--- src/rtl/srp_pkg.sv ---
/*
 * shared constants of the supervisor reset and power-good block:
 * register map, field positions, reset values and timing counts.
 * assumes a 250 MHz core clock.
 */
package srp_pkg;

    // ********************************************************
    // clock and timing
    // ********************************************************
    localparam int CLK_MHZ         = 250;
    localparam int RESET_HOLD_US   = 25;
    localparam int POK_DELAY_US    = 10;
    localparam int RESET_HOLD_CYC  = RESET_HOLD_US * CLK_MHZ;
    localparam int POK_DELAY_CYC   = POK_DELAY_US * CLK_MHZ;
    localparam int CNT_W           = 20;

    // ********************************************************
    // register offsets
    // ********************************************************
    localparam logic [7:0] OFS_CTRL     = 8'h00;
    localparam logic [7:0] OFS_STATUS   = 8'h04;
    localparam logic [7:0] OFS_IRQ_STAT = 8'h08;
    localparam logic [7:0] OFS_IRQ_MASK = 8'h0c;
    localparam logic [7:0] OFS_PG_THR   = 8'h10;

    // ********************************************************
    // control fields
    // ********************************************************
    localparam int CTRL_RAIL_LSB  = 0;
    localparam int CTRL_RST_LSB   = 4;
    localparam int CTRL_POK_LSB   = 6;
    localparam logic [7:0]  CTRL_RESET    = 8'h0f;
    localparam logic [15:0] PG_THR_RESET  = 16'h0000;

    // ********************************************************
    // status and interrupt fields
    // ********************************************************
    localparam int ST_PG_LSB     = 0;
    localparam int ST_RST_BIT    = 4;
    localparam int ST_MARGIN_BIT = 5;
    localparam int ST_ADDR_LSB   = 6;
    localparam int ST_FSM_LSB    = 8;
    localparam int IRQ_PGLOST_LSB = 0;
    localparam int IRQ_RST_BIT    = 4;
    localparam int IRQ_MARGIN_BIT = 5;
    localparam int IRQ_W          = 6;

    typedef enum logic [1:0] {
        SRP_RST_HOLD,
        SRP_RST_TIMING,
        SRP_RST_RUN
    } srp_rst_state_t;

endpackage

--- src/rtl/srp_persist.sv ---
/*
 * persistence filter: ok rises once cond has held for more than
 * len cycles, and drops at once with cond.
 * assumes cond synchronous to core_clk.
 */
`timescale 1ns/1ps
module srp_persist
    import srp_pkg::*;
(
    // clock and reset
    input  wire logic             core_clk,
    input  wire logic             rst_n,
    // condition and length
    input  wire logic             cond,
    input  wire logic [CNT_W-1:0] len,
    // result
    output logic                  ok_q
);
    logic [CNT_W-1:0] cnt_q;
    logic [CNT_W-1:0] cnt_d;
    logic             ok_d;

    always_comb
    begin
        cnt_d = cnt_q;
        ok_d  = 1'b0;
        if (!cond)
        begin
            cnt_d = '0;
        end
        // once good, a longer len written later does not drop ok
        else if (ok_q || (cnt_q > len))
        begin
            ok_d = 1'b1;
        end
        else
        begin
            cnt_d = cnt_q + 1'b1;
        end
    end

    always_ff @(posedge core_clk)
    begin
        if (!rst_n)
        begin
            cnt_q <= '0;
            ok_q  <= 1'b0;
        end
        else
        begin
            cnt_q <= cnt_d;
            ok_q  <= ok_d;
        end
    end
endmodule

--- src/rtl/srp_margin_hold.sv ---
/*
 * one rail reading with margin freeze: while freeze is high the
 * last reading taken before it is held.
 * assumes synchronous inputs.
 */
`timescale 1ns/1ps
module srp_margin_hold
(
    // clock and reset
    input  wire logic core_clk,
    input  wire logic rst_n,
    // reading
    input  wire logic freeze,
    input  wire logic reading,
    // effective reading
    output logic      eff_q
);
    logic eff_d;

    always_comb
    begin
        eff_d = freeze ? eff_q : reading;
    end

    always_ff @(posedge core_clk)
    begin
        if (!rst_n)
        begin
            eff_q <= 1'b0;
        end
        else
        begin
            eff_q <= eff_d;
        end
    end
endmodule

--- src/rtl/srp_top.sv ---
/*
 * supervisor output logic: manual reset stretch, margin freeze,
 * per-rail power-good persistence, address strap capture, APB
 * register file and interrupt.
 * assumes analog comparators deliver synchronous readings and that
 * an APB master drives the bus on core_clk.
 */
// Local design decisions: the register addresses and the APB register port.
`timescale 1ns/1ps

// Summary of operation
// margin low freezes readings for tracking, reset
// margin high resumes normal supply monitoring
// host asserts margin after normal power-up
// manual reset low holds reset, then timeout
// sample two address straps for bus address
// power-good low until rail persists over delay
// each power-good reports its own rail only
// reset low while tracking, until rails good
// rail dropping early restarts its persistence timer
module srp_top
    import srp_pkg::*;
#(
    parameter int RST_HOLD_CYC = srp_pkg::RESET_HOLD_CYC,
    parameter int POK_CYC      = srp_pkg::POK_DELAY_CYC
)
(
    // clock and reset
    input  wire logic        core_clk,
    input  wire logic        rst_n,
    // apb slave
    input  wire logic        psel,
    input  wire logic        penable,
    input  wire logic        pwrite,
    input  wire logic [7:0]  paddr,
    input  wire logic [31:0] pwdata,
    output logic [31:0]      prdata,
    output logic             pready,
    output logic             pslverr,
    // system pins
    input  wire logic        manual_reset_n,
    input  wire logic        margin_n,
    input  wire logic        addr_select0,
    input  wire logic        addr_select1,
    output logic             system_reset_n,
    output logic             power_good_rail1,
    output logic             power_good_rail2,
    output logic             power_good_rail3,
    output logic             power_good_rail4,
    // analog and tracking side
    input  wire logic [3:0]  rail_in_window,
    input  wire logic [3:0]  supply_out_of_range,
    input  wire logic        tracking_busy,
    output logic [3:0]       supply_fault,
    output logic [15:0]      pg_threshold,
    output logic [1:0]       bus_addr,
    // interrupt
    output logic             irq
);
    import srp_pkg::*;

    // ********************************************************
    // state
    // ********************************************************
    logic [7:0]        ctrl_q, ctrl_d;
    logic [15:0]       thr_q, thr_d;
    logic [IRQ_W-1:0]  istat_q, istat_d;
    logic [IRQ_W-1:0]  imask_q, imask_d;
    logic [31:0]       rdata_q, rdata_d;
    logic              rdy_q, rdy_d;
    logic              err_q, err_d;
    logic              irq_q, irq_d;
    logic [1:0]        addr_q, addr_d;
    logic              addr_done_q, addr_done_d;
    logic [3:0]        fault_q, fault_d;
    logic [3:0]        pg_prev_q;
    logic              sysrst_q, sysrst_d;
    logic              margin_prev_q;
    srp_rst_state_t    rst_st_q, rst_st_d;

    logic              freeze;
    logic [3:0]        rail_eff;
    logic [3:0]        pg_ok;
    logic              rst_done;
    logic              hold_req;
    logic [CNT_W-1:0]  pok_len;
    logic [CNT_W-1:0]  rst_len;
    logic              wr_acc;
    logic              setup;
    logic [3:0]        rail_sel;

    // ********************************************************
    // margin freeze and rail filters
    // ********************************************************
    assign freeze   = ~margin_n;
    assign rail_sel = ctrl_q[CTRL_RAIL_LSB +: 4];

    // lengths scale by 1, 2, 4 or 8 from the selection field
    assign pok_len = CNT_W'(POK_CYC) << ctrl_q[CTRL_POK_LSB +: 2];
    assign rst_len = CNT_W'(RST_HOLD_CYC) << ctrl_q[CTRL_RST_LSB +: 2];

    genvar g;
    generate
        for (g = 0; g < 4; g++)
        begin : g_rail
            srp_margin_hold u_hold
            (
                .core_clk (core_clk),
                .rst_n    (rst_n),
                .freeze   (freeze),
                .reading  (rail_in_window[g]),
                .eff_q    (rail_eff[g])
            );
            // counter clears whenever the rail falls out early
            srp_persist u_pok
            (
                .core_clk (core_clk),
                .rst_n    (rst_n),
                .cond     (rail_eff[g]),
                .len      (pok_len),
                .ok_q     (pg_ok[g])
            );
        end
    endgenerate

    // ********************************************************
    // reset stretch
    // ********************************************************
    // tracking status only matters outside margin mode
    assign hold_req = ~manual_reset_n
                    | (tracking_busy & ~freeze)
                    | |(rail_sel & ~pg_ok);

    srp_persist u_rst
    (
        .core_clk (core_clk),
        .rst_n    (rst_n),
        .cond     (~hold_req),
        .len      (rst_len),
        .ok_q     (rst_done)
    );

    always_comb
    begin
        sysrst_d = rst_done & ~hold_req;
        rst_st_d = SRP_RST_HOLD;
        if (hold_req)
        begin
            rst_st_d = SRP_RST_HOLD;
        end
        else if (rst_done)
        begin
            rst_st_d = SRP_RST_RUN;
        end
        else
        begin
            rst_st_d = SRP_RST_TIMING;
        end
        case (rst_st_q)
            SRP_RST_HOLD:   ;
            SRP_RST_TIMING: ;
            SRP_RST_RUN:    ;
            default:        rst_st_d = SRP_RST_HOLD;
        endcase
    end

    // ********************************************************
    // address straps and supply fault gating
    // ********************************************************
    always_comb
    begin
        addr_d      = addr_q;
        addr_done_d = 1'b1;
        if (!addr_done_q)
        begin
            addr_d = {addr_select1, addr_select0};
        end
        fault_d = supply_out_of_range & {4{~freeze}};
    end

    // ********************************************************
    // apb register file
    // ********************************************************
    assign setup  = psel & ~penable;
    assign wr_acc = psel & penable & pwrite & rdy_q;

    always_comb
    begin
        ctrl_d  = ctrl_q;
        thr_d   = thr_q;
        imask_d = imask_q;
        rdata_d = rdata_q;
        err_d   = 1'b0;
        rdy_d   = setup;
        if (setup)
        begin
            rdata_d = 32'h0000_0000;
            if (paddr == OFS_CTRL)
            begin
                rdata_d[7:0] = ctrl_q;
            end
            else if (paddr == OFS_STATUS)
            begin
                rdata_d[ST_PG_LSB +: 4]  = pg_ok;
                rdata_d[ST_RST_BIT]      = sysrst_q;
                rdata_d[ST_MARGIN_BIT]   = freeze;
                rdata_d[ST_ADDR_LSB +: 2] = addr_q;
                rdata_d[ST_FSM_LSB +: 2] = rst_st_q;
            end
            else if (paddr == OFS_IRQ_STAT)
            begin
                rdata_d[IRQ_W-1:0] = istat_q;
            end
            else if (paddr == OFS_IRQ_MASK)
            begin
                rdata_d[IRQ_W-1:0] = imask_q;
            end
            else if (paddr == OFS_PG_THR)
            begin
                rdata_d[15:0] = thr_q;
            end
            else
            begin
                err_d = 1'b1;
            end
        end
        else
        begin
            err_d = err_q & psel & penable & ~rdy_q;
        end
        if (wr_acc)
        begin
            if (paddr == OFS_CTRL)
            begin
                ctrl_d = pwdata[7:0];
            end
            else if (paddr == OFS_IRQ_MASK)
            begin
                imask_d = pwdata[IRQ_W-1:0];
            end
            else if (paddr == OFS_PG_THR)
            begin
                thr_d = pwdata[15:0];
            end
        end
    end

    // ********************************************************
    // interrupts
    // ********************************************************
    // a new event in the clearing cycle survives the clear
    always_comb
    begin
        istat_d = istat_q;
        if (wr_acc && paddr == OFS_IRQ_STAT)
        begin
            istat_d = istat_q & ~pwdata[IRQ_W-1:0];
        end
        istat_d[IRQ_PGLOST_LSB +: 4] = istat_d[IRQ_PGLOST_LSB +: 4]
                                     | (pg_prev_q & ~pg_ok);
        istat_d[IRQ_RST_BIT] = istat_d[IRQ_RST_BIT]
                             | (sysrst_q & ~sysrst_d);
        istat_d[IRQ_MARGIN_BIT] = istat_d[IRQ_MARGIN_BIT]
                                | (freeze & ~margin_prev_q);
        irq_d = |(istat_d & imask_q);
    end

    // ********************************************************
    // registers
    // ********************************************************
    always_ff @(posedge core_clk)
    begin
        if (!rst_n)
        begin
            ctrl_q        <= CTRL_RESET;
            thr_q         <= PG_THR_RESET;
            istat_q       <= '0;
            imask_q       <= '0;
            rdata_q       <= 32'h0000_0000;
            rdy_q         <= 1'b0;
            err_q         <= 1'b0;
            irq_q         <= 1'b0;
            addr_q        <= 2'h0;
            addr_done_q   <= 1'b0;
            fault_q       <= 4'h0;
            pg_prev_q     <= 4'h0;
            sysrst_q      <= 1'b0;
            margin_prev_q <= 1'b0;
            rst_st_q      <= SRP_RST_HOLD;
        end
        else
        begin
            ctrl_q        <= ctrl_d;
            thr_q         <= thr_d;
            istat_q       <= istat_d;
            imask_q       <= imask_d;
            rdata_q       <= rdata_d;
            rdy_q         <= rdy_d;
            err_q         <= err_d;
            irq_q         <= irq_d;
            addr_q        <= addr_d;
            addr_done_q   <= addr_done_d;
            fault_q       <= fault_d;
            pg_prev_q     <= pg_ok;
            sysrst_q      <= sysrst_d;
            margin_prev_q <= freeze;
            rst_st_q      <= rst_st_d;
        end
    end

    // ********************************************************
    // outputs
    // ********************************************************
    assign prdata           = rdata_q;
    assign pready           = rdy_q;
    assign pslverr          = err_q;
    assign system_reset_n   = sysrst_q;
    assign power_good_rail1 = pg_ok[0];
    assign power_good_rail2 = pg_ok[1];
    assign power_good_rail3 = pg_ok[2];
    assign power_good_rail4 = pg_ok[3];
    assign supply_fault     = fault_q;
    assign pg_threshold     = thr_q;
    assign bus_addr         = addr_q;
    assign irq              = irq_q;
endmodule

--- config.mk ---
export PLATFORM = sky130hd
export DESIGN_NAME = srp_top
export DESIGN_NICKNAME = d
export VERILOG_FILES = /design/src/rtl/srp_pkg.sv /design/src/rtl/srp_persist.sv /design/src/rtl/srp_margin_hold.sv /design/src/rtl/srp_top.sv
export SDC_FILE = /design/constraint.sdc
export NUM_CORES = 1
export LEC_CHECK = 0
export BUFFER_PORTS_ARGS = -buffer_cell sky130_fd_sc_hd__buf_4
export CAP_MARGIN = 0
export CORE_MARGIN = 1
export CORE_UTILIZATION = 40
export DETAILED_ROUTE_END_ITERATION = 8
export HOLD_SLACK_MARGIN = 0.1
export SETUP_SLACK_MARGIN = 0.15
export SKIP_CTS_REPAIR_TIMING = 1
export SKIP_LAST_GASP = 1
export SLEW_MARGIN = 20
export SYNTH_ARGS = -nofsm -noshare
export SYNTH_HDL_FRONTEND = slang
export SYNTH_SLANG_ARGS = --single-unit
--- constraint.sdc ---
create_clock -name core_clk -period 8.9 [get_ports core_clk]
set_input_delay 0.89 -clock core_clk [delete_from_list [all_inputs] [get_ports core_clk]]
set_output_delay 0.89 -clock core_clk [all_outputs]
set_load 0.03 [all_outputs]
==> summary.md <==
| Metric | Value |
|---|---|
| Sequential area share after synthesis | `37.7%` |
| Core area | `0.0234 mm2` |
| Largest net degree at the start of global routing | `51` |
| Hold Startpoint | `g_rail[1].u_pok.cnt_q[15]` |
| CP Cell Sequence | `inv_1 > ha_1 > inv_1 > ha_1 > o21ai_0 > nor2_1 > o311ai_0 > a31oi_2 > buf_4 > or4b_1 > a21oi_1` |
| Cells on worst reg2reg path | `11` |
| Switching power total | `430 uW` |
| Post-DRT Antenna Nets | `0` |
| RSZ-0062 raised after global routing | `false` |
| Cell family with most CP delay | `compound AO/OA/AOI/OAI gates` |
| Max VDD drop | `0.113 mV` |
| Cells after synthesis | `1114` |
| Final Hold Fails | `0` |
| N_diodes | `0` |
| Final setup TNS | `0 ps` |
| CP Buf/Inv Count | `3` |
| DR vias | `8165` |
| Max incr delay on CP | `680 ps` |
| Drt pass-1 iters | `4` |
| Drt via density | `5.41` |
| Clk_lat worst skew | `440 ps` |
| Worst min-delay path class | `reg2reg` |
| IO buf count | `87` |
| Switching share of power | `26.2%` |
| Fin Clk Skew | `10.0 ps` |
| Max Cap Viol | `0` |
| Critical path required time | `9260 ps` |
| Crit path time final | `3970 ps` |
| Post-synth EDFFs | `0` |
| Critical Path AT | `4330 ps` |
| H-tree depth | `4` |
| Setup CP Type | `reg2reg` |
| Clock power share | `46.5%` |
| Hold Path End | `g_rail[1].u_pok.cnt_q[15]` |
| DRC errors left | `0` |
| Crit path max-delay cell type | `dfxtp_1` |
| CTS tree | `yes` |
| Post-route cell area | `0.0110 mm2` |
| Tot GR Track Use | `19.7%` |
| Cell Area, Placed | `0.0103 mm2` |
| Internal power | `1210 uW` |
| # nets final | `1318` |
| Syn_area_per_cell | `8.52 um2` |
| Largest fanout on the critical path | `16` |
| Yosys reg bits | `179` |
| Fin worst setup slack | `4930 ps` |
| TritonCTS buffer count | `17` |
| Combinational share of power | `4.1%` |
| Starting Density | `40.6%` |
| Final Max Tran Viols | `0` |
| Fmax | `252 MHz` |
| # rows | `56` |
| Die Wd | `156 um` |
| Reg2Reg Setup Slack | `4930 ps` |
| Gp weighted congestion | `0.857` |
| Worst reg2reg path startpoint | `ctrl_q[7]` |
| Die Span Y | `156 um` |
| Critical Path End Type | `register` |
| First-pass GRT wire length | `38.0 mm` |
| Dpl ws | `4980 ps` |
| Root buf cell | `clkbuf_16` |
| Clock Path Buffers | `2` |
| Clock slew at reported path FFs | `80 ps` |
| PD cells | `149 mW/mm2` |
| CP startpoint kind | `register` |
| Setup Viol. Count Final | `0` |
| Synth unique cells | `64` |
| DP Wirelength | `16.6 mm` |
| R2R Path End | `g_rail[2].u_pok.cnt_q[14]` |
| Most frequently used flop master after synthesis | `dfxtp_1` |
| Die Area | `0.0244 mm2` |
| First DRT Iteration DRCs | `387` |
| Drt wl/cell | `15.6 um` |
| WHS Path Cells | `1` |
| Share of cells above drive strength 1 | `12.3%` |
| Final hold slack | `465 ps` |
| YS warnings | `0` |
| Worst-Margin Slew | `948 ps` |
| Mapped Area | `0.00950 mm2` |
| Register share of total power | `49.4%` |
| Slew headroom | `36.8%` |
| Grt total ovfl | `0` |
| WL final | `23.5 mm` |
| Io pins | `120` |
| Share of flip-flops with an asynchronous set or reset | `0%` |
| Initial antenna violation count | `0` |
| Vias in the first global route | `7506` |
| Final worst path period share | `44.6%` |
| Status | `completed` |
| # clock sinks | `179` |
| Total leakage power | `0.00433 uW` |
| Synthesis-to-layout area growth | `15.4%` |
## per-stage QoR
stage / total power (uW) / std cells / utilization, %
floorplan: 871 / 1129 / -
global placement: 895 / 1476 / 44.2
detailed placement: 896 / 1476 / 44.2
CTS: 1660 / 1508 / 46.8
global route: 1700 / 1508 / 46.8
finish: 1640 / 1508 / 46.8
## kinds of logic (layout without fill, tap and decap cells)
family | Yosys count | after routing | share of synthesized area (%)
AO/OA/AOI/OAI | 233 | 233 | 16.1
XOR/XNOR | 3 | 3 | 0.277
adder cells (fa/ha/maj) | 84 | 84 | 11.1
buffers and inverters | 112 | 172 | 5.17
flip-flops | 179 | 179 | 37.7
multiplexers | 44 | 44 | 4.64
other | 1 | 16 | 0.0395
AND/OR/NAND/NOR | 458 | 458 | 25.0
## worst register-to-register path: stages, from the launching register on
cell and delay, ps:
dfxtp_1 680, inv_1 280, ha_1 330, inv_1 380
ha_1 320, o21ai_0 140, nor2_1 60, o311ai_0 400
a31oi_2 330, buf_4 290, or4b_1 510, a21oi_1 150
## metal layers
metal,global-route usage [%],part of all wire (%),vias up
met5,0,0,-
met4,5.88,1.2,0
met3,2.97,3.8,20
met2,32.5,46,157
met1,26.2,49,3827
li1,-,-,4161
## flip-flops by register name, indices dropped and copies added (netlist names), 2 cells and up
register,flops
g_rail.u_hold.eff_q,4
supply_fault,4
prdata,16
rst_st_q,2
u_rst.cnt_q,20
pg_threshold,16
g_rail.u_pok.ok_q,4
imask_q,6
ctrl_q,8
istat_q,6
g_rail.u_pok.cnt_q,80
pg_prev_q,4
bus_addr,2
## worst max path at each step
stage / from / endpoint / cells after the start
3_5_place_dp: ctrl_q[7] / g_rail[2].u_pok.cnt_q[14] / 11
6_report: ctrl_q[7] / g_rail[2].u_pok.cnt_q[14] / 11
4_1_cts: ctrl_q[7] / g_rail[2].u_pok.cnt_q[14] / 11
2_1_floorplan: paddr[3] / irq / 7
3_3_place_gp: ctrl_q[7] / g_rail[2].u_pok.cnt_q[14] / 11
5_1_grt: ctrl_q[7] / g_rail[2].u_pok.cnt_q[11] / 11
## power groups by stage
stage | clock, uW | combinational (uW) | sequential [uW]
after global routing | 815 | 73.0 | 810
after global placement | 0 | 67.0 | 828
after CTS | 780 | 67.7 | 809
final | 762 | 67.3 | 809
after floorplan | 0 | 40.0 | 831
after detailed placement | 0 | 67.7 | 828
## synth_stat cells (all sizes together) (3+ instances only)
library cell  instances  share of area (%)
or4b                  3               0.32
o21a                  3               0.24
a221o                 4               0.42
a21o                 10               0.79
a211oi                6               0.47
o211ai               11               0.87
nand4                25                1.6
dfxtp               179                 38
nand2               134                5.3
or3                  28                1.9
xnor2                 3               0.28
and3                 29                1.9
a22o                  6               0.55
or2                   5               0.33
and4                  7               0.65
o31ai                 3               0.24
o41ai                12                1.1
or4                  19                1.6
a31oi                 4               0.26
ha                   84                 11
buf                  20                1.5
inv                  47                1.9
a2111o                4               0.47
o22ai                 4               0.26
o311ai                9               0.83
nor2                 68                2.7
and2                 17                1.1
nor3b                 3               0.29
nand3                49                2.6
o21ai                53                2.8
nor3                 16               0.84
nor2b                 8               0.53
nor4                 13               0.86
a22oi                 8               0.63
clkbuf               45                1.8
a21oi                81                4.3
nand2b               27                1.8
mux2i                44                4.6
a2111oi               4               0.76
nand4b                3               0.28
## final cells by class
class,instances,area (um2)
Clock buffer,17,425
Clock inverter,15,178
Fill cell,2336,12400
Inverter,47,176
Multi-Input combinational cell,838,5500
Sequential cell,179,3580
Tap cell,319,399
Timing Repair Buffer,93,698
## layout by cell type (no fill, tap or decap), types with 17 or more instances in the layout
cell       count
dfxtp_1      179
nand2_1      134
buf_4         93
ha_1          84
a21oi_1       81
nor2_1        67
o21ai_0       50
nand3_1       49
inv_1         45
mux2i_1       44
and3_1        29
nand2b_1      27
or3_1         27
nand4_1       25
or4_1         17
clkbuf_16     17
(Power assumes the default switching activity.)
